[config.mk]
export PLATFORM = sky130hd
export DESIGN_NAME = ifr_input_router
export DESIGN_NICKNAME = d
export VERILOG_FILES = /design/src/pkg/ifr_pkg.sv /design/src/core/ifr_code_bank.sv /design/src/core/ifr_group_decode.sv /design/src/core/ifr_input_router.sv
export SDC_FILE = /design/constraint.sdc
export NUM_CORES = 1
export LEC_CHECK = 0
export ABC_CLOCK_PERIOD_IN_PS = 2300
export BUFFER_PORTS_ARGS = -buffer_cell sky130_fd_sc_hd__buf_2
export CAP_MARGIN = 10
export CORE_UTILIZATION = 35
export DETAILED_ROUTE_END_ITERATION = 6
export SLEW_MARGIN = 0
export SYNTH_ARGS = -nofsm -noshare
export SYNTH_HDL_FRONTEND = slang
export SYNTH_SLANG_ARGS = --single-unit
[constraint.sdc]
create_clock -name pclk -period 2.3 [get_ports pclk]
set_clock_uncertainty 0.2 [all_clocks]
set_input_delay 0 -clock pclk [delete_from_list [all_inputs] [get_ports pclk]]
set_output_delay 0 -clock pclk [all_outputs]
set_load 0.01 [all_outputs]
[src/pkg/ifr_pkg.sv]
`default_nettype none
package ifr_pkg;
  // ----------------------------------------------------------------
  // Sizes.
  // ----------------------------------------------------------------
  localparam int CODE_W     = 7;
  localparam int FN_NUM     = 128;
  localparam int NUM_REMOTE = 16;
  localparam int NUM_DIRECT = 6;
  localparam int ADDR_W     = 12;
  localparam int GEN_W      = 16;

  // ----------------------------------------------------------------
  // Register map, byte addresses.
  // ----------------------------------------------------------------
  localparam logic [11:0] OFS_CMD    = 12'h000;
  localparam logic [11:0] OFS_CFG    = 12'h004;
  localparam logic [11:0] OFS_STAT   = 12'h008;
  localparam logic [11:0] OFS_GEN    = 12'h00c;
  localparam logic [11:0] OFS_DIRECT = 12'h040;
  localparam logic [11:0] OFS_REMOTE = 12'h080;

  // ----------------------------------------------------------------
  // Field positions and reset values.
  // ----------------------------------------------------------------
  localparam int CFG_AUTO_CLR_BIT = 0;
  localparam int CFG_CSP_BIT      = 1;
  localparam logic [1:0]  CFG_RESET  = 2'h0;
  localparam logic [15:0] CMD_RESET  = 16'h0000;
  localparam logic [6:0]  CODE_RESET = 7'h00;

  // ----------------------------------------------------------------
  // Function-select codes.
  // ----------------------------------------------------------------
  localparam int FN_RELEASE   = 1;
  localparam int FN_DEV_ZERO  = 3;
  localparam int FN_STOP      = 5;
  localparam int FN_ALARM_RESET_REQUEST   = 8;
  localparam int FN_PRESET    = 9;
  localparam int FN_PROT_RST  = 12;
  localparam int FN_LOAD_RST  = 13;
  localparam int FN_NOTICE    = 14;
  localparam int FN_UNLOCK    = 16;
  localparam int FN_CUR_MODE  = 18;
  localparam int FN_SCALE     = 19;
  localparam int FN_PLS_BLOCK = 20;
  localparam int FN_OVL_BLOCK = 21;
  localparam int FN_CUR_CAP   = 22;
  localparam int FN_SPD_CAP   = 23;
  localparam int FN_FW_INH    = 26;
  localparam int FN_RV_INH    = 27;
  localparam int FN_FW_END    = 28;
  localparam int FN_RV_END    = 29;
  localparam int FN_ORIGIN    = 30;
  localparam int FN_SLIT      = 31;
  localparam int FN_GEN_FIRST = 80;
  localparam int FN_EXCITE    = 96;
  localparam int FN_PROBE1    = 104;
  localparam int FN_PROBE2    = 105;
endpackage
`default_nettype wire

[src/core/ifr_code_bank.sv]
`timescale 1ns/100ps
`default_nettype none
module ifr_code_bank #(
  parameter int N     = 16,
  parameter int IDX_W = 4
) (
  input  wire logic                           pclk,
  input  wire logic                           presetn,
  input  wire logic                           we,
  input  wire logic [IDX_W-1:0]               waddr,
  input  wire logic [ifr_pkg::CODE_W-1:0]     wdata,
  input  wire logic [IDX_W-1:0]               raddr,
  output logic      [ifr_pkg::CODE_W-1:0]     rdata,
  output logic      [N*ifr_pkg::CODE_W-1:0]   codes
);
  localparam int CW = ifr_pkg::CODE_W;

  // ----------------------------------------------------------------
  // Code storage, all entries visible at once for the decoder.
  // ----------------------------------------------------------------
  genvar i;
  generate
    for (i = 0; i < N; i++) begin : g_entry
      always_ff @(posedge pclk or negedge presetn) begin
        if (!presetn) begin
          codes[i*CW +: CW] <= ifr_pkg::CODE_RESET;
        end else if (we && waddr == IDX_W'(i)) begin
          codes[i*CW +: CW] <= wdata;
        end
      end
    end
  endgenerate

  // Read data is registered so the bus mux sees a clean flop output.
  always_ff @(posedge pclk or negedge presetn) begin
    if (!presetn) begin
      rdata <= ifr_pkg::CODE_RESET;
    end else if (int'(raddr) < N) begin
      rdata <= codes[int'(raddr)*CW +: CW];
    end else begin
      rdata <= ifr_pkg::CODE_RESET;
    end
  end
endmodule
`default_nettype wire

[src/core/ifr_group_decode.sv]
`timescale 1ns/100ps
`default_nettype none
module ifr_group_decode #(
  parameter int N = 6
) (
  input  wire logic [N*ifr_pkg::CODE_W-1:0] codes,
  input  wire logic [N-1:0]                 levels,
  output logic      [ifr_pkg::FN_NUM-1:0]   hit,
  output logic      [ifr_pkg::FN_NUM-1:0]   assigned
);
  localparam int CW = ifr_pkg::CODE_W;

  // Code 0 marks an unused terminal and never raises a request.
  assign hit[0]      = 1'b0;
  assign assigned[0] = 1'b0;

  genvar f, t;
  generate
    for (f = 1; f < ifr_pkg::FN_NUM; f++) begin : g_fn
      logic [N-1:0] match;
      for (t = 0; t < N; t++) begin : g_term
        assign match[t] = (codes[t*CW +: CW] == CW'(f));
      end
      assign hit[f]      = |(match & levels);
      assign assigned[f] = |match;
    end
  endgenerate
endmodule
`default_nettype wire

[src/core/ifr_input_router.sv]
// How it works
// - command word bit n feeds remote terminal n
// - each remote terminal code resets to zero
// - code zero drives no request
// - code 1 releases motor current and brake
// - code 3 clears position deviation
// - code 5 stops; 26/27 inhibit one direction
// - code 8 requests alarm reset
// - code 9 requests home position preset
// - code 14 releases notice, 12 resets protection
// - code 13 honoured only with auto-clear disabled
// - code 16 level lifts tool limitation
// - code 18 selects current control mode
// - code 19 switches pulse scale
// - code 20 blocks pulse input
// - code 21 blocks overload alarm
// - code 22 applies current cap
// - code 23 speed cap, ignored in CSP
// - codes 28 to 31 pass sensor levels
// - code 96 excites motor for pulse input
// - codes 104/105 are probe trigger levels
// - shared codes are ORed over terminals
// - unassigned tool unlock reads one
// - unlock on both groups ANDs the groups
//
// Design decisions made here: the placing of the registers and the APB interface to the registers.
`timescale 1ns/100ps
`default_nettype none
module ifr_input_router (
  input  wire logic                             pclk,
  input  wire logic                             presetn,
  input  wire logic                             psel,
  input  wire logic                             penable,
  input  wire logic                             pwrite,
  input  wire logic [ifr_pkg::ADDR_W-1:0]       paddr,
  input  wire logic [31:0]                      pwdata,
  output logic                                  pready,
  output logic      [31:0]                      prdata,
  output logic                                  pslverr,
  input  wire logic [ifr_pkg::NUM_DIRECT-1:0]   direct_terminal,
  output logic                                  motor_release,
  output logic                                  deviation_zeroing,
  output logic                                  stop_request,
  output logic                                  alarm_reset_request,
  output logic                                  home_preset_request,
  output logic                                  protective_mode_reset,
  output logic                                  load_latch_reset,
  output logic                                  notice_status_release,
  output logic                                  tool_unlock,
  output logic                                  current_mode_select,
  output logic                                  pulse_scale_switch,
  output logic                                  pulse_input_block,
  output logic                                  overload_alarm_block,
  output logic                                  current_cap_request,
  output logic                                  speed_cap_request,
  output logic                                  forward_inhibit,
  output logic                                  reverse_inhibit,
  output logic                                  forward_end_sensor,
  output logic                                  reverse_end_sensor,
  output logic                                  origin_sensor,
  output logic                                  slit_sensor,
  output logic                                  pulse_mode_excite,
  output logic                                  probe_one_trigger,
  output logic                                  probe_two_trigger,
  output logic      [ifr_pkg::GEN_W-1:0]        general_bits
);
  localparam int CW    = ifr_pkg::CODE_W;
  localparam int NR    = ifr_pkg::NUM_REMOTE;
  localparam int ND    = ifr_pkg::NUM_DIRECT;
  localparam int FN    = ifr_pkg::FN_NUM;
  localparam int AW    = ifr_pkg::ADDR_W;
  localparam int RIDX  = $clog2(NR);
  localparam int DIDX  = $clog2(ND);
  localparam int STATW = 25;
  logic [15:0]      cmd_word;
  logic [1:0]       cfg;
  logic [NR*CW-1:0] remote_codes;
  logic [ND*CW-1:0] direct_codes;
  logic [CW-1:0]    remote_rdata;
  logic [CW-1:0]    direct_rdata;
  logic [FN-1:0]    r_hit;
  logic [FN-1:0]    r_asg;
  logic [FN-1:0]    d_hit;
  logic [FN-1:0]    d_asg;
  logic [FN-1:0]    fn_hit;
  logic [STATW-1:0] stat_word;

  // ----------------------------------------------------------------
  // APB decode.
  // ----------------------------------------------------------------
  // Every access takes one wait state, which gives the code banks
  // time to present registered read data.
  logic          wr_fire;
  logic          rd_take;
  logic [AW-1:0] r_off;
  logic [AW-1:0] d_off;
  logic          sel_cmd;
  logic          sel_cfg;
  logic          sel_stat;
  logic          sel_gen;
  logic          sel_rem;
  logic          sel_dir;
  logic          aligned;
  logic          bad_acc;
  assign wr_fire  = psel && penable && pready && pwrite;
  assign rd_take  = psel && penable && !pready;
  assign r_off    = paddr - ifr_pkg::OFS_REMOTE;
  assign d_off    = paddr - ifr_pkg::OFS_DIRECT;
  assign aligned  = (paddr[1:0] == 2'h0);
  assign sel_cmd  = aligned && paddr == ifr_pkg::OFS_CMD;
  assign sel_cfg  = aligned && paddr == ifr_pkg::OFS_CFG;
  assign sel_stat = aligned && paddr == ifr_pkg::OFS_STAT;
  assign sel_gen  = aligned && paddr == ifr_pkg::OFS_GEN;
  assign sel_rem  = aligned && int'(r_off) < NR * 4;
  assign sel_dir  = aligned && int'(d_off) < ND * 4;
  assign bad_acc  = !(sel_cmd || sel_cfg || sel_stat || sel_gen ||
                      sel_rem || sel_dir) ||
                    (pwrite && (sel_stat || sel_gen));
  always_ff @(posedge pclk or negedge presetn) begin
    if (!presetn) begin
      pready  <= 1'b0;
      prdata  <= 32'h0000_0000;
      pslverr <= 1'b0;
    end else if (rd_take) begin
      pready  <= 1'b1;
      pslverr <= bad_acc;
      prdata  <= 32'h0000_0000;
      if (!pwrite) begin
        if (sel_cmd) begin
          prdata <= {16'h0000, cmd_word};
        end else if (sel_cfg) begin
          prdata <= {30'h0000_0000, cfg};
        end else if (sel_stat) begin
          prdata <= {7'h00, stat_word};
        end else if (sel_gen) begin
          prdata <= {16'h0000, general_bits};
        end else if (sel_rem) begin
          prdata <= {25'h000_0000, remote_rdata};
        end else if (sel_dir) begin
          prdata <= {25'h000_0000, direct_rdata};
        end
      end
    end else begin
      pready  <= 1'b0;
      pslverr <= 1'b0;
    end
  end

  // ----------------------------------------------------------------
  // Command word and configuration.
  // ----------------------------------------------------------------
  always_ff @(posedge pclk or negedge presetn) begin
    if (!presetn) begin
      cmd_word <= ifr_pkg::CMD_RESET;
    end else if (wr_fire && sel_cmd) begin
      cmd_word <= pwdata[15:0];
    end
  end
  always_ff @(posedge pclk or negedge presetn) begin
    if (!presetn) begin
      cfg <= ifr_pkg::CFG_RESET;
    end else if (wr_fire && sel_cfg) begin
      cfg <= pwdata[1:0];
    end
  end

  // ----------------------------------------------------------------
  // Code banks and decoders.
  // ----------------------------------------------------------------
  ifr_code_bank #(.N(NR), .IDX_W(RIDX)) u_remote_bank (
    .pclk    (pclk),
    .presetn (presetn),
    .we      (wr_fire && sel_rem),
    .waddr   (r_off[RIDX+1:2]),
    .wdata   (pwdata[CW-1:0]),
    .raddr   (r_off[RIDX+1:2]),
    .rdata   (remote_rdata),
    .codes   (remote_codes)
  );
  ifr_code_bank #(.N(ND), .IDX_W(DIDX)) u_direct_bank (
    .pclk    (pclk),
    .presetn (presetn),
    .we      (wr_fire && sel_dir),
    .waddr   (d_off[DIDX+1:2]),
    .wdata   (pwdata[CW-1:0]),
    .raddr   (d_off[DIDX+1:2]),
    .rdata   (direct_rdata),
    .codes   (direct_codes)
  );
  ifr_group_decode #(.N(NR)) u_remote_dec (
    .codes    (remote_codes),
    .levels   (cmd_word),
    .hit      (r_hit),
    .assigned (r_asg)
  );
  ifr_group_decode #(.N(ND)) u_direct_dec (
    .codes    (direct_codes),
    .levels   (direct_terminal),
    .hit      (d_hit),
    .assigned (d_asg)
  );

  assign fn_hit = d_hit | r_hit;

  // ----------------------------------------------------------------
  // Function requests.
  // ----------------------------------------------------------------
  // Only the listed codes and codes 80 to 95 (general_bits) reach an output;
  // any other code is stored and read back but decodes to nothing.
  logic next_unlock;
  always_comb begin
    if (!d_asg[ifr_pkg::FN_UNLOCK] && !r_asg[ifr_pkg::FN_UNLOCK]) begin
      next_unlock = 1'b1;
    end else if (d_asg[ifr_pkg::FN_UNLOCK] && r_asg[ifr_pkg::FN_UNLOCK]) begin
      next_unlock = d_hit[ifr_pkg::FN_UNLOCK] &&
                    r_hit[ifr_pkg::FN_UNLOCK];
    end else begin
      next_unlock = fn_hit[ifr_pkg::FN_UNLOCK];
    end
  end
  always_ff @(posedge pclk or negedge presetn) begin
    if (!presetn) begin
      motor_release         <= 1'b0;
      deviation_zeroing     <= 1'b0;
      stop_request          <= 1'b0;
      alarm_reset_request   <= 1'b0;
      home_preset_request   <= 1'b0;
      protective_mode_reset <= 1'b0;
      notice_status_release <= 1'b0;
      load_latch_reset      <= 1'b0;
      tool_unlock           <= 1'b1;
    end else begin
      motor_release         <= fn_hit[ifr_pkg::FN_RELEASE];
      deviation_zeroing     <= fn_hit[ifr_pkg::FN_DEV_ZERO];
      stop_request          <= fn_hit[ifr_pkg::FN_STOP];
      alarm_reset_request   <= fn_hit[ifr_pkg::FN_ALARM_RESET_REQUEST];
      home_preset_request   <= fn_hit[ifr_pkg::FN_PRESET];
      protective_mode_reset <= fn_hit[ifr_pkg::FN_PROT_RST];
      notice_status_release <= fn_hit[ifr_pkg::FN_NOTICE];
      load_latch_reset      <= fn_hit[ifr_pkg::FN_LOAD_RST] &&
                               !cfg[ifr_pkg::CFG_AUTO_CLR_BIT];
      tool_unlock           <= next_unlock;
    end
  end
  always_ff @(posedge pclk or negedge presetn) begin
    if (!presetn) begin
      current_mode_select  <= 1'b0;
      pulse_scale_switch   <= 1'b0;
      pulse_input_block    <= 1'b0;
      overload_alarm_block <= 1'b0;
      current_cap_request  <= 1'b0;
      speed_cap_request    <= 1'b0;
      forward_inhibit      <= 1'b0;
      reverse_inhibit      <= 1'b0;
    end else begin
      current_mode_select  <= fn_hit[ifr_pkg::FN_CUR_MODE];
      pulse_scale_switch   <= fn_hit[ifr_pkg::FN_SCALE];
      pulse_input_block    <= fn_hit[ifr_pkg::FN_PLS_BLOCK];
      overload_alarm_block <= fn_hit[ifr_pkg::FN_OVL_BLOCK];
      current_cap_request  <= fn_hit[ifr_pkg::FN_CUR_CAP];
      speed_cap_request    <= fn_hit[ifr_pkg::FN_SPD_CAP] &&
                              !cfg[ifr_pkg::CFG_CSP_BIT];
      forward_inhibit      <= fn_hit[ifr_pkg::FN_FW_INH];
      reverse_inhibit      <= fn_hit[ifr_pkg::FN_RV_INH];
    end
  end
  always_ff @(posedge pclk or negedge presetn) begin
    if (!presetn) begin
      forward_end_sensor <= 1'b0;
      reverse_end_sensor <= 1'b0;
      origin_sensor      <= 1'b0;
      slit_sensor        <= 1'b0;
      pulse_mode_excite  <= 1'b0;
      probe_one_trigger  <= 1'b0;
      probe_two_trigger  <= 1'b0;
      general_bits       <= 16'h0000;
    end else begin
      forward_end_sensor <= fn_hit[ifr_pkg::FN_FW_END];
      reverse_end_sensor <= fn_hit[ifr_pkg::FN_RV_END];
      origin_sensor      <= fn_hit[ifr_pkg::FN_ORIGIN];
      slit_sensor        <= fn_hit[ifr_pkg::FN_SLIT];
      pulse_mode_excite  <= fn_hit[ifr_pkg::FN_EXCITE];
      probe_one_trigger  <= fn_hit[ifr_pkg::FN_PROBE1];
      probe_two_trigger  <= fn_hit[ifr_pkg::FN_PROBE2];
      general_bits       <= fn_hit[ifr_pkg::FN_GEN_FIRST +: 16];
    end
  end

  assign stat_word = {probe_two_trigger, probe_one_trigger,
                      pulse_mode_excite, slit_sensor, origin_sensor,
                      reverse_end_sensor, forward_end_sensor,
                      reverse_inhibit, forward_inhibit, speed_cap_request,
                      current_cap_request, overload_alarm_block,
                      pulse_input_block, pulse_scale_switch,
                      current_mode_select, tool_unlock, load_latch_reset,
                      notice_status_release, protective_mode_reset,
                      home_preset_request, alarm_reset_request,
                      stop_request, deviation_zeroing, motor_release,
                      1'b0};

  // ----------------------------------------------------------------
  // Assertions.
  // ----------------------------------------------------------------
  property p_cmd_write;
    @(posedge pclk) disable iff (!presetn)
    wr_fire && sel_cmd |=> cmd_word == $past(pwdata[15:0]);
  endproperty
  a_cmd_write: assert property (p_cmd_write)
    else $error("command word not stored");
  property p_idle_codes;
    @(posedge pclk) disable iff (!presetn)
    remote_codes == '0 && direct_codes == '0 |=>
      !stop_request && !motor_release && tool_unlock;
  endproperty
  a_idle_codes: assert property (p_idle_codes)
    else $error("unused terminals raised a request");
  property p_release;
    @(posedge pclk) disable iff (!presetn)
    $rose(motor_release) |-> $past(fn_hit[ifr_pkg::FN_RELEASE]);
  endproperty
  a_release: assert property (p_release)
    else $error("release without its code");
  property p_load_gate;
    @(posedge pclk) disable iff (!presetn)
    load_latch_reset |-> !$past(cfg[ifr_pkg::CFG_AUTO_CLR_BIT]);
  endproperty
  a_load_gate: assert property (p_load_gate)
    else $error("load latch reset while auto-clear set");
  property p_speed_gate;
    @(posedge pclk) disable iff (!presetn)
    cfg[ifr_pkg::CFG_CSP_BIT] ##1 cfg[ifr_pkg::CFG_CSP_BIT]
      |-> !speed_cap_request;
  endproperty
  a_speed_gate: assert property (p_speed_gate)
    else $error("speed cap in CSP mode");
  property p_stop_or;
    @(posedge pclk) disable iff (!presetn)
    d_hit[ifr_pkg::FN_STOP] || r_hit[ifr_pkg::FN_STOP] |=> stop_request;
  endproperty
  a_stop_or: assert property (p_stop_or)
    else $error("stop request missed");
  property p_unlock_free;
    @(posedge pclk) disable iff (!presetn)
    !d_asg[ifr_pkg::FN_UNLOCK] && !r_asg[ifr_pkg::FN_UNLOCK]
      |=> tool_unlock;
  endproperty
  a_unlock_free: assert property (p_unlock_free)
    else $error("unassigned unlock not high");
  property p_unlock_and;
    @(posedge pclk) disable iff (!presetn)
    d_asg[ifr_pkg::FN_UNLOCK] && r_asg[ifr_pkg::FN_UNLOCK] &&
      !(d_hit[ifr_pkg::FN_UNLOCK] && r_hit[ifr_pkg::FN_UNLOCK])
      |=> !tool_unlock;
  endproperty
  a_unlock_and: assert property (p_unlock_and)
    else $error("unlock not ANDed over groups");
  property p_wait_state;
    @(posedge pclk) disable iff (!presetn)
    psel && penable && !pready |=> pready ##1 !pready;
  endproperty
  a_wait_state: assert property (p_wait_state)
    else $error("APB answer timing wrong");
  c_unlock_and: cover property (@(posedge pclk) disable iff (!presetn)
    d_asg[ifr_pkg::FN_UNLOCK] && r_asg[ifr_pkg::FN_UNLOCK] ##1 tool_unlock);
  c_stop: cover property (@(posedge pclk) disable iff (!presetn)
    $rose(stop_request));
  c_slverr: cover property (@(posedge pclk) disable iff (!presetn)
    pready && pslverr);
endmodule
`default_nettype wire

==> results of run 1 <==
## stage by stage
step / instances / hold slack, ps / TNS [ps] / setup WS, ps
2_1_floorplan: 2402 / -496 / -35.9 / -35.9
3_5_place_dp: 4149 / -262 / -47040 / -679
4_1_cts: 4310 / 0.561 / -1290 / -172
3_3_place_gp: 4149 / -265 / -40870 / -691
## synthesized netlist by cell type (6+ instances only)
| cell | count | area (um2) |
|---|---|---|
| sky130_fd_sc_hd__a2111oi_0 | 24 | 210 |
| sky130_fd_sc_hd__a21oi_1 | 40 | 200 |
| sky130_fd_sc_hd__a22o_1 | 13 | 114 |
| sky130_fd_sc_hd__a22oi_1 | 13 | 97.6 |
| sky130_fd_sc_hd__a311oi_1 | 13 | 114 |
| sky130_fd_sc_hd__a31oi_1 | 10 | 62.6 |
| sky130_fd_sc_hd__a32oi_1 | 7 | 61.3 |
| sky130_fd_sc_hd__and3_1 | 16 | 100 |
| sky130_fd_sc_hd__and4b_1 | 17 | 170 |
| sky130_fd_sc_hd__buf_1 | 14 | 52.6 |
| sky130_fd_sc_hd__buf_4 | 7 | 52.6 |
| sky130_fd_sc_hd__clkbuf_1 | 230 | 863 |
| sky130_fd_sc_hd__dfrtp_1 | 252 | 6310 |
| sky130_fd_sc_hd__inv_1 | 20 | 75.1 |
| sky130_fd_sc_hd__mux2_2 | 177 | 1990 |
| sky130_fd_sc_hd__mux2i_1 | 19 | 190 |
| sky130_fd_sc_hd__mux4_2 | 35 | 788 |
| sky130_fd_sc_hd__nand2_1 | 148 | 556 |
| sky130_fd_sc_hd__nand2b_1 | 90 | 563 |
| sky130_fd_sc_hd__nand3_1 | 129 | 646 |
| sky130_fd_sc_hd__nand3b_1 | 6 | 45.0 |
| sky130_fd_sc_hd__nand4_1 | 92 | 576 |
| sky130_fd_sc_hd__nand4b_1 | 69 | 604 |
| sky130_fd_sc_hd__nand4bb_1 | 9 | 101 |
| sky130_fd_sc_hd__nor2_1 | 111 | 417 |
| sky130_fd_sc_hd__nor2b_1 | 60 | 375 |
| sky130_fd_sc_hd__nor3_1 | 166 | 831 |
| sky130_fd_sc_hd__nor3b_1 | 8 | 60.1 |
| sky130_fd_sc_hd__nor4_1 | 170 | 1060 |
| sky130_fd_sc_hd__nor4b_1 | 19 | 166 |
| sky130_fd_sc_hd__nor4bb_1 | 27 | 270 |
| sky130_fd_sc_hd__o2111ai_1 | 16 | 140 |
| sky130_fd_sc_hd__o21ai_0 | 30 | 150 |
| sky130_fd_sc_hd__o221ai_1 | 9 | 78.8 |
| sky130_fd_sc_hd__o22ai_1 | 120 | 751 |
| sky130_fd_sc_hd__o32a_1 | 8 | 80.1 |
| sky130_fd_sc_hd__o32ai_1 | 26 | 228 |
| sky130_fd_sc_hd__o41ai_1 | 7 | 61.3 |
| sky130_fd_sc_hd__or2_2 | 12 | 75.1 |
| sky130_fd_sc_hd__or3_1 | 17 | 106 |
| sky130_fd_sc_hd__or3b_2 | 6 | 52.6 |
| sky130_fd_sc_hd__or4_1 | 33 | 248 |
| sky130_fd_sc_hd__or4b_2 | 19 | 190 |
## per-layer routing
metal,GRT overflow,GRT usage (%)
met1,0,76.4
met2,73,85.8
met3,1,53.0
met4,68,63.5
met5,1,19.1
## what timing repair did
action / 4_1_cts
setup buffers: 77
pin swaps: 67
endpoints found under the setup margin: 111
endpoints found under the hold margin: 358
gates resized for setup: 328
hold buffers: 37
## logic make-up after synthesis
| family | after synthesis | share of synthesized area [%] |
|---|---|---|
| compound gates | 377 | 13.2 |
| xor+xnor | 2 | 0.0848 |
| fa+ha+maj | 2 | 0.121 |
| buf+inv | 276 | 5.17 |
| flops | 253 | 30.6 |
| mux | 231 | 14.4 |
| other cells | 1 | 0.0181 |
| simple gates | 1254 | 36.4 |
==> results_tabular.tex, run 1 <==
\begin{tabular}{lr}
\hline
Metric & Value \\
\hline
\multicolumn{2}{l}{\textbf{GRT}} \\
Global-route usage over all layers & 70.7\% \\
Number of global-route vias before repair & 33.5k \\
Pin count of the biggest net entering global routing & 62 \\
Global-route wire length before repair & 294 mm \\
GRT Residual Overflow & 143 \\
\multicolumn{2}{l}{\textbf{Synth}} \\
Mean instance size in the synthesized netlist & 8.62 um2 \\
Synth warnings & 0 \\
Post-synth top flop & sky130\_fd\_sc\_hd\_\_dfrtp\_1 \\
Fraction of the yosys area taken by sequential cells & 30.6\% \\
Fraction of synthesis flops using an asynchronous set or reset pin & 100\% \\
Number of enable flip-flop cells after synthesis & 0 \\
Synthesized area & 20700 um2 \\
Seq cells post-synth & 253 \\
Post-synth cell types & 79 \\
Synthesized netlist cell count & 2396 \\
\multicolumn{2}{l}{\textbf{Status}} \\
Last flow stage reached & global routing (5\_1\_grt) \\
Result of the run & aborted with a tool error \\
Error text reported by the tool & [ERROR GRT-0116] Global routing finished with congestion. Check the congestion regions in the DRC Viewer. \\
\multicolumn{2}{l}{\textbf{Die}} \\
Die Span Y & 245 um \\
Die X & 245 um \\
Starting utilization of the core area & 35.6\% \\
Top-level I/O count & 129 \\
Num rows & 88 \\
\multicolumn{2}{l}{\textbf{CTS}} \\
Clock Sinks & 253 \\
CTS buffer count & 31 \\
H-tree depth & 1 \\
Clock Root Buffer & sky130\_fd\_sc\_hd\_\_clkbuf\_16 \\
CTS Buffer Depth & 3 \\
\multicolumn{2}{l}{\textbf{Place}} \\
Quantity of I/O buffers inserted on ports & 105 \\
Final weighted congestion in routability-driven placement & 1.37 \\
Hpwl dp & 158 mm \\
Post-placement cell area & 30300 um2 \\
\hline
\end{tabular}
==> run 2: changes to the inputs <==
Settings changed: ABC_CLOCK_PERIOD_IN_PS 2300 to 3000, CORE_UTILIZATION 35 to 20, PLACE_DENSITY_LB_ADDON set to 0.15.
Clock period 2.3 ns to 3 ns, I/O delays scaled along.
==> run 2 against run 1 <==
Compared with the run above:
- synthesized cell count unchanged
- synthesized area unchanged
- the flow now finishes, with violations (negative setup slack)
==> results_tabular.tex, run 2 <==
\begin{tabular}{lr}
\hline
Metric & Value \\
\hline
\multicolumn{2}{l}{\textbf{Timing}} \\
Tightest Pin Transition & 1240 ps \\
Sum Neg Setup Slack & -339 ps \\
Post-route minimum period & 3070 ps \\
Count of final max-slew check failures & 0 \\
Unrepaired setup endpoints after global routing & false \\
Max Clk Rate & 325 MHz \\
Final setup violation count & 9 \\
Final hold vios & 0 \\
Worst-case headroom to the max-slew limit & 17.1\% \\
Worst setup margin & -74.3 ps \\
Tcrit/Tclk final & 102\% \\
\multicolumn{2}{l}{\textbf{GRT}} \\
GRT Residual Overflow & 0 \\
Number of global-route vias before repair & 26.6k \\
Pin count of the biggest net entering global routing & 67 \\
Met3 routing resource usage after global routing & 12.2\% \\
Global-route wire length before repair & 288 mm \\
Number of antenna violations at the first check in global routing & 27 \\
Routing usage on met2 & 64.8\% \\
Global-route usage over all layers & 43.2\% \\
Most used routing layer & met2 \\
Global routing met1 resource utilization & 54.4\% \\
\multicolumn{2}{l}{\textbf{Place}} \\
Cell total after placement & 4445 (+7.1\%) \\
Hpwl dp & 194 mm (+23\%) \\
Worst slack, placed & -377 ps (+302 ps) \\
Final weighted congestion in routability-driven placement & 1.14 (-17\%) \\
Quantity of I/O buffers inserted on ports & 105 (unchanged) \\
\multicolumn{2}{l}{\textbf{Die}} \\
Die X & 323 um (+32\%) \\
Num rows & 117 (+33\%) \\
Top-level I/O count & 129 (unchanged) \\
Die Outline Area & 105000 um2 \\
Die Span Y & 323 um (+32\%) \\
Starting utilization of the core area & 20.3\% (-15 points) \\
Core Footprint & 102000 um2 \\
\multicolumn{2}{l}{\textbf{Critical path}} \\
Arrival time worst endpoint & 3410 ps \\
Total buffers and inverters traversed by the critical path & 4 \\
Kind of cell adding the most delay to the critical path & simple AND/OR/NAND/NOR gates \\
Flop-to-flop setup slack & -70 ps \\
Slowest cell on the critical path & sky130\_fd\_sc\_hd\_\_nor4\_1 \\
Cell occurring most often along the worst timing path & sky130\_fd\_sc\_hd\_\_buf\_4 \\
Crit Path Class & reg -> reg \\
Crit path capture type & flop \\
Launching element type of the critical path & flop \\
Biggest fanout along the worst timing path & 6 \\
Delay of the slowest cell on the worst path & 630 ps \\
Critical path data required time & 3340 ps \\
Critical Path, Cell by Cell & buf\_4, nand4b\_1, buf\_4, nor4\_1, a2111o\_1, nor3\_1, buf\_4, nand4\_1, buf\_4 \\
\multicolumn{2}{l}{\textbf{Routing}} \\
Via-to-Cell Ratio & 6.20 \\
Starting DRT DRC Count & 4392 \\
Wirelength, routed & 229 mm \\
Wire length per cell after detailed routing & 50.1 um \\
Remaining antenna violation count & 0 \\
Vias after detailed routing & 28.3k \\
Post-route DRC & 0 \\
Pre-Repair DR Iteration Count & 6 \\
\multicolumn{2}{l}{\textbf{Synth}} \\
Fraction of synthesis flops using an asynchronous set or reset pin & 100\% (unchanged) \\
Post-synth cell types & 79 (unchanged) \\
Synthesized area & 20700 um2 (unchanged) \\
Cell accounting for the most synthesized area & sky130\_fd\_sc\_hd\_\_dfrtp\_1 \\
Mean instance size in the synthesized netlist & 8.62 um2 (unchanged) \\
Cell with the most instances after synthesis & sky130\_fd\_sc\_hd\_\_dfrtp\_1 \\
Seq cells post-synth & 253 (unchanged) \\
Synth warnings & 0 (unchanged) \\
Fraction of the yosys area taken by sequential cells & 30.6\% (unchanged) \\
Synthesized netlist cell count & 2396 (unchanged) \\
Number of enable flip-flop cells after synthesis & 0 (unchanged) \\
Cell types occupying the most area after synthesis & sky130\_fd\_sc\_hd\_\_dfrtp\_1 (31\%), sky130\_fd\_sc\_hd\_\_mux2\_2 (9.6\%), sky130\_fd\_sc\_hd\_\_nor4\_1 (5.1\%) \\
Post-synth top flop & sky130\_fd\_sc\_hd\_\_dfrtp\_1 \\
Cell types with the highest counts after synthesis & sky130\_fd\_sc\_hd\_\_dfrtp\_1 (252), sky130\_fd\_sc\_hd\_\_clkbuf\_1 (230), sky130\_fd\_sc\_hd\_\_mux2\_2 (177) \\
Yosys top cell area share & 30.5\% (unchanged) \\
\multicolumn{2}{l}{\textbf{CTS}} \\
Clock Sinks & 253 (unchanged) \\
CTS buffer count & 36 (+16\%) \\
Register clock-pin slew on the reported worst setup and hold paths & 60 ps \\
CTS Buffer Depth & 3 (unchanged) \\
Clock Root Buffer & sky130\_fd\_sc\_hd\_\_clkbuf\_16 \\
TritonCTS clock tree & yes \\
Clock insertion delay at the later pin of the skew report & 620 ps \\
H-tree depth & 2 (+1) \\
\multicolumn{2}{l}{\textbf{Cells and area}} \\
Area growth from synthesis to layout & 48.5\% \\
Register ranked first by flip-flop count & u\_remote\_bank.codes \\
Non-filler cells in the finished layout & 4568 \\
Commonest non-fill, non-tap cell in the layout & sky130\_fd\_sc\_hd\_\_buf\_4 \\
Largest registers ranked by flip-flop count & u\_remote\_bank.codes x112, u\_direct\_bank.codes x42, prdata x25 \\
Final core utilization & 30.1\% \\
Share of layout cells above drive strength 1 & 40.4\% \\
Flip-flop count of the largest register after layout & 112 \\
Number of nets in the finished design & 3215 \\
Commonest cells after routing, fill and taps aside & sky130\_fd\_sc\_hd\_\_buf\_4 (771), sky130\_fd\_sc\_hd\_\_dfrtp\_1 (251), sky130\_fd\_sc\_hd\_\_mux2\_2 (177), sky130\_fd\_sc\_hd\_\_nor3\_1 (165), sky130\_fd\_sc\_hd\_\_nor4\_1 (156) \\
\multicolumn{2}{l}{\textbf{Status}} \\
Violations in the final reports & negative setup slack \\
Result of the run & complete, but fails checks \\
\multicolumn{2}{l}{\textbf{Power and ir drop}} \\
Total power divided by cell area & 279 nW/um2 \\
Total leakage power & 13.0 nW \\
Peak supply drop & 0.508 mV \\
\multicolumn{2}{l}{\textbf{Run}} \\
Max-Cap Viols & 0 \\
\multicolumn{2}{l}{\textbf{Min path}} \\
Hold crit path type & in -> reg \\
\hline
\end{tabular}
[run 2: cell counts after synthesis]
No cell type changed its count.
[run 2: final cells by class]
| type | count | area (um2) |
|---|---|---|
| Antenna cell | 17 | 42.5 |
| Clock buffer | 51 | 1060 |
| Clock inverter | 12 | 168 |
| Fill cell | 11000 | 71300 |
| Inverter | 20 | 75.1 |
| Multi-Input combinational cell | 1873 | 13500 |
| Sequential cell | 253 | 6330 |
| Tap cell | 1368 | 1710 |
| Timing Repair Buffer | 974 | 7850 |
[run 2: path summary, 6_finish.rpt]
kind / start / to / depth (start not counted)
max in group asynchronous: presetn / cmd_word[14]$_DFFE_PN0P_ / 4
max reg2reg: cmd_word[6]$_DFFE_PN0P_ / general_bits[8]$_DFF_PN0_ / 9
min reg2reg: prdata[8]$_DFFE_PN0P_ / prdata[8]$_DFFE_PN0P_ / 2
min in group asynchronous: presetn / tool_unlock$_DFF_PN1_ / 3
max: cmd_word[6]$_DFFE_PN0P_ / general_bits[8]$_DFF_PN0_ / 9
min: paddr[0] / u_direct_bank.codes[1]$_DFFE_PN0P_ / 6
[run 2: kinds of logic (layout without fill, tap and decap cells)]
| family | Yosys count | after routing | share of synthesized area, % |
|---|---|---|---|
| AOI/OAI and AO/OA | 377 | 377 | 13.2 |
| xor gates and xnor gates | 2 | 2 | 0.0848 |
| adders and majority gates | 2 | 2 | 0.121 |
| buffers and inverters | 276 | 1057 | 5.17 |
| DFF | 253 | 253 | 30.6 |
| muxes | 231 | 231 | 14.4 |
| other | 1 | 24 | 0.0181 |
| and+or+nand+nor | 1254 | 1254 | 36.4 |
[run 2: timing repair]
item	in CTS	in global routing
pin swaps	0	1
buffers inserted	0	2
setup endpoints to repair	4	17
cloned	0	0
hold buffers	41	1
endpoints found under the hold margin	327	7
gates resized for setup	6	10
[run 2: worst reg2reg max path: stages (launching register included)]
cell                       delay, ps
sky130_fd_sc_hd__dfrtp_1         580
sky130_fd_sc_hd__buf_4           220
sky130_fd_sc_hd__nand4b_1        120
sky130_fd_sc_hd__buf_4           180
sky130_fd_sc_hd__nor4_1          630
sky130_fd_sc_hd__a2111o_1        420
sky130_fd_sc_hd__nor3_1          110
sky130_fd_sc_hd__buf_4           150
sky130_fd_sc_hd__nand4_1         190
sky130_fd_sc_hd__buf_4           200
[run 2: metal layers]
metal / share of wire (%) / vias to the layer above
met3: 9.7 / 498
met1: 40 / 14800
li1: - / 11000
met2: 42 / 2016
met4: 7.4 / 24
met5: 0.070 / -
[run 2: report_power, final]
group	switching, mW	internal, mW
Combinational	0.394	0.140
Clock	1.89	2.72
Sequential	0.00475	3.42
Total	2.29	6.28
[run 2: stage by stage]
stage | hold WS, ps | area (um2) | total power [mW]
6_report | 46.1 | 30700 | 8.58
5_1_grt | 44.7 | 30700 | 8.79
4_1_cts | 11.8 | 30600 | 8.66
3_5_place_dp | -132 | 28900 | 3.97
3_3_place_gp | -138 | 28900 | 3.96
2_1_floorplan | -496 | 20700 | 3.65
Power figures use the tool's default switching activity.
==> run 3: changes to the inputs <==
Settings changed: CORE_ASPECT_RATIO set to 0.9, PLACE_DENSITY set to 0.35, PLACE_DENSITY_LB_ADDON 0.15 to unset.
==> run 3 against run 2 <==
Compared with the run above:
- the flow finishes with violations (design-rule violations, negative setup slack)
- register-to-register slack got worse by 50 ps
- highest routed layer unchanged
- critical path depth fell by 1
- wire length fell by 0.98%
- largest cell class unchanged
- critical endpoint is now slit_sensor$_DFF_PN0_
- maximum frequency fell by 1.5%
- count of clock-buffer cells in the layout fell by 7
- final cell count fell by 1.2%
==> results_tabular.tex, run 3 (same netlist as run 2, synthesis figures left out) <==
\begin{tabular}{lr}
\hline
Metric & Value \\
\hline
\multicolumn{2}{l}{\textbf{Timing}} \\
Unrepaired setup endpoints after global routing & false \\
Final hold vios & 0 (unchanged) \\
Worst-case headroom to the max-slew limit & 17.6\% (+0.48 points) \\
Post-route minimum period & 3120 ps (+46.0 ps) \\
Sum Neg Setup Slack & -234 ps (+105 ps) \\
Max Clk Rate & 320 MHz (-1.5\%) \\
Final setup violation count & 5 (-4) \\
Tcrit/Tclk final & 104\% (+1.5 points) \\
Count of final max-slew check failures & 0 (unchanged) \\
Tightest Pin Transition & 1230 ps (-16.6 ps) \\
Worst setup margin & -120 ps (-46.0 ps) \\
\multicolumn{2}{l}{\textbf{Routing}} \\
Wirelength, routed & 227 mm (-0.98\%) \\
Remaining antenna violation count & 0 (unchanged) \\
Starting DRT DRC Count & 4664 (+6.2\%) \\
Vias after detailed routing & 28.4k (+0.23\%) \\
Wire length per cell after detailed routing & 50.2 um (+0.18\%) \\
Via-to-Cell Ratio & 6.29 (+1.4\%) \\
Pre-Repair DR Iteration Count & 7 (+1) \\
Post-route DRC & 2 (+2) \\
\multicolumn{2}{l}{\textbf{Critical path}} \\
Biggest fanout along the worst timing path & 9 (+3) \\
Arrival time worst endpoint & 3500 ps (+90 ps) \\
Crit path capture type & flop \\
Crit Path Class & reg -> reg \\
Flop-to-flop setup slack & -120 ps (-50 ps) \\
Critical path data required time & 3380 ps (+40 ps) \\
Launching element type of the critical path & flop \\
Number of cells on the worst reg-to-reg path & 8 (-1) \\
\multicolumn{2}{l}{\textbf{Power and ir drop}} \\
Combinational cell fraction of total power & 6.0\% (-0.2 points) \\
Total power divided by cell area & 280 nW/um2 (+0.25\%) \\
Clock Power Share & 53.8\% (about the same) \\
Seq pwr share & 40.2\% (+0.3 points) \\
Total leakage power & 12.7 nW (-1.9\%) \\
P\_int & 6.22 mW (-0.99\%) \\
Overall power of the completed layout & 8.52 mW (-0.66\%) \\
Switching Power & 2.30 mW (+0.25\%) \\
Switching share of total power & 27.0\% (+0.24 points) \\
Peak supply drop & 0.300 mV (-41\%) \\
\multicolumn{2}{l}{\textbf{Run}} \\
Max-Cap Viols & 0 (unchanged) \\
\multicolumn{2}{l}{\textbf{Die}} \\
Die Outline Area & 105000 um2 (about the same) \\
Starting utilization of the core area & 20.2\% (about the same) \\
Die Span Y & 307 um (-5.1\%) \\
Num rows & 111 (-5.1\%) \\
Core Footprint & 102000 um2 (about the same) \\
Die X & 341 um (+5.4\%) \\
Top-level I/O count & 129 (unchanged) \\
\multicolumn{2}{l}{\textbf{Status}} \\
Result of the run & complete, but fails checks \\
Violations in the final reports & design-rule violations, negative setup slack \\
\multicolumn{2}{l}{\textbf{Place}} \\
Quantity of I/O buffers inserted on ports & 105 (unchanged) \\
Final weighted congestion in routability-driven placement & 1.16 (+1.3\%) \\
Hpwl dp & 190 mm (-2.2\%) \\
\multicolumn{2}{l}{\textbf{GRT}} \\
Pin count of the biggest net entering global routing & 78 (+16\%) \\
Global-route wire length before repair & 287 mm (-0.58\%) \\
Global-route usage over all layers & 42.4\% (-0.80 points) \\
GRT Residual Overflow & 0 (unchanged) \\
Number of antenna violations at the first check in global routing & 30 (+11\%) \\
Number of global-route vias before repair & 26.6k (+0.23\%) \\
\multicolumn{2}{l}{\textbf{Cells and area}} \\
Share of layout cells above drive strength 1 & 40.0\% (-0.41 points) \\
Number of nets in the finished design & 3177 (-1.2\%) \\
Final core utilization & 29.8\% (-0.29 points) \\
Commonest cells after routing, fill and taps aside & sky130\_fd\_sc\_hd\_\_buf\_4 (736), sky130\_fd\_sc\_hd\_\_dfrtp\_1 (244), sky130\_fd\_sc\_hd\_\_mux2\_2 (177), sky130\_fd\_sc\_hd\_\_nor3\_1 (165), sky130\_fd\_sc\_hd\_\_nor4\_1 (160) \\
Largest registers ranked by flip-flop count & u\_remote\_bank.codes x112, u\_direct\_bank.codes x42, prdata x25 \\
Register ranked first by flip-flop count & u\_remote\_bank.codes \\
Fill count & 11.0k (+0.35\%) \\
Commonest non-fill, non-tap cell in the layout & sky130\_fd\_sc\_hd\_\_buf\_4 \\
Flip-flop count of the largest register after layout & 112 (unchanged) \\
Area growth from synthesis to layout & 47.2\% \\
\multicolumn{2}{l}{\textbf{CTS}} \\
TritonCTS clock tree & yes \\
Post-CTS Setup Repair Bufs & 0 (unchanged) \\
CTS Buffer Depth & 3 (unchanged) \\
Register clock-pin slew on the reported worst setup and hold paths & 70 ps (about the same) \\
Clock insertion delay at the later pin of the skew report & 640 ps (+20 ps) \\
H-tree depth & 2 (unchanged) \\
Clock Sinks & 253 (unchanged) \\
Clock Root Buffer & sky130\_fd\_sc\_hd\_\_clkbuf\_16 \\
CTS buffer count & 36 (unchanged) \\
\multicolumn{2}{l}{\textbf{Min path}} \\
Hold crit path type & in -> reg \\
Hold Path Cell Cnt & 6 (unchanged) \\
\hline
\end{tabular}
## run 3: path summary, 6_finish.rpt
| kind | startpoint | endpoint |
|---|---|---|
| setup / recovery | u_remote_bank.codes[57]$_DFFE_PN0P_ | slit_sensor$_DFF_PN0_ |
| hold / removal | paddr[0] | u_direct_bank.codes[17]$_DFFE_PN0P_ |
| setup reg to reg | u_remote_bank.codes[57]$_DFFE_PN0P_ | slit_sensor$_DFF_PN0_ |
| hold reg to reg | prdata[14]$_DFFE_PN0P_ | prdata[14]$_DFFE_PN0P_ |
| max in group asynchronous | presetn | u_remote_bank.codes[102]$_DFFE_PN0P_ |
| min in group asynchronous | presetn | general_bits[3]$_DFF_PN0_ |
## run 3: power groups by stage
stage | logic (mW) | clock network (mW) | registers [mW]
global placement | 0.476 | 0 | 3.49
CTS | 0.514 | 4.68 | 3.43
floorplan | 0.165 | 0 | 3.49
global route | 0.536 | 4.78 | 3.42
detailed placement | 0.479 | 0 | 3.49
finish | 0.514 | 4.58 | 3.43
## run 3: metal layers
metal | GRT usage [%] | wire length, um | up-vias
met4 | 28.8 | 17700 | 12
met3 | 14.9 | 25900 | 524
met5 | 0 | 78 | -
met2 | 59.2 | 90700 | 2289
met1 | 54.1 | 92400 | 14600
li1 | - | - | 10900
## run 3: stage by stage
stage	hold slack [ps]	cells	instance area (um2)	setup slack, ps
after floorplan	-496	2402	20700	587
after global placement	-112	4399	28700	-603
after detailed placement	-105	4401	28700	-307
after CTS	4.95	4499	30300	25.0
after global routing	35.5	4499	30400	15.4
final	19.5	4515	30400	-120
## run 3: critical path, cell delays in order, from the launching register on
cell                       delay, ps
sky130_fd_sc_hd__dfrtp_1         720
sky130_fd_sc_hd__nand4b_1        260
sky130_fd_sc_hd__nor3_1         1030
sky130_fd_sc_hd__buf_4           270
sky130_fd_sc_hd__nor4_1           60
sky130_fd_sc_hd__buf_4           180
sky130_fd_sc_hd__nand4_1          80
sky130_fd_sc_hd__or4_1           150
sky130_fd_sc_hd__buf_12          120
## run 3: area by class of cell
| type | instances | area (um2) | area share (%) |
|---|---|---|---|
| Tap cell | 1356 | 1700 | 5.58 |
| Timing Repair Buffer | 936 | 7610 | 25.0 |
| Sequential cell | 253 | 6340 | 20.9 |
| Antenna cell | 16 | 40.0 | 0.132 |
| Multi-Input combinational cell | 1873 | 13500 | 44.2 |
| Clock inverter | 17 | 229 | 0.753 |
| Clock buffer | 44 | 971 | 3.19 |
| Inverter | 20 | 75.1 | 0.247 |
## run 3: what timing repair did
action,CTS,global route
endpoints found under the hold margin,331,0
resized for setup,13,12
gates cloned,0,0
hold buffers,37,0
endpoints found under the setup margin,3,5
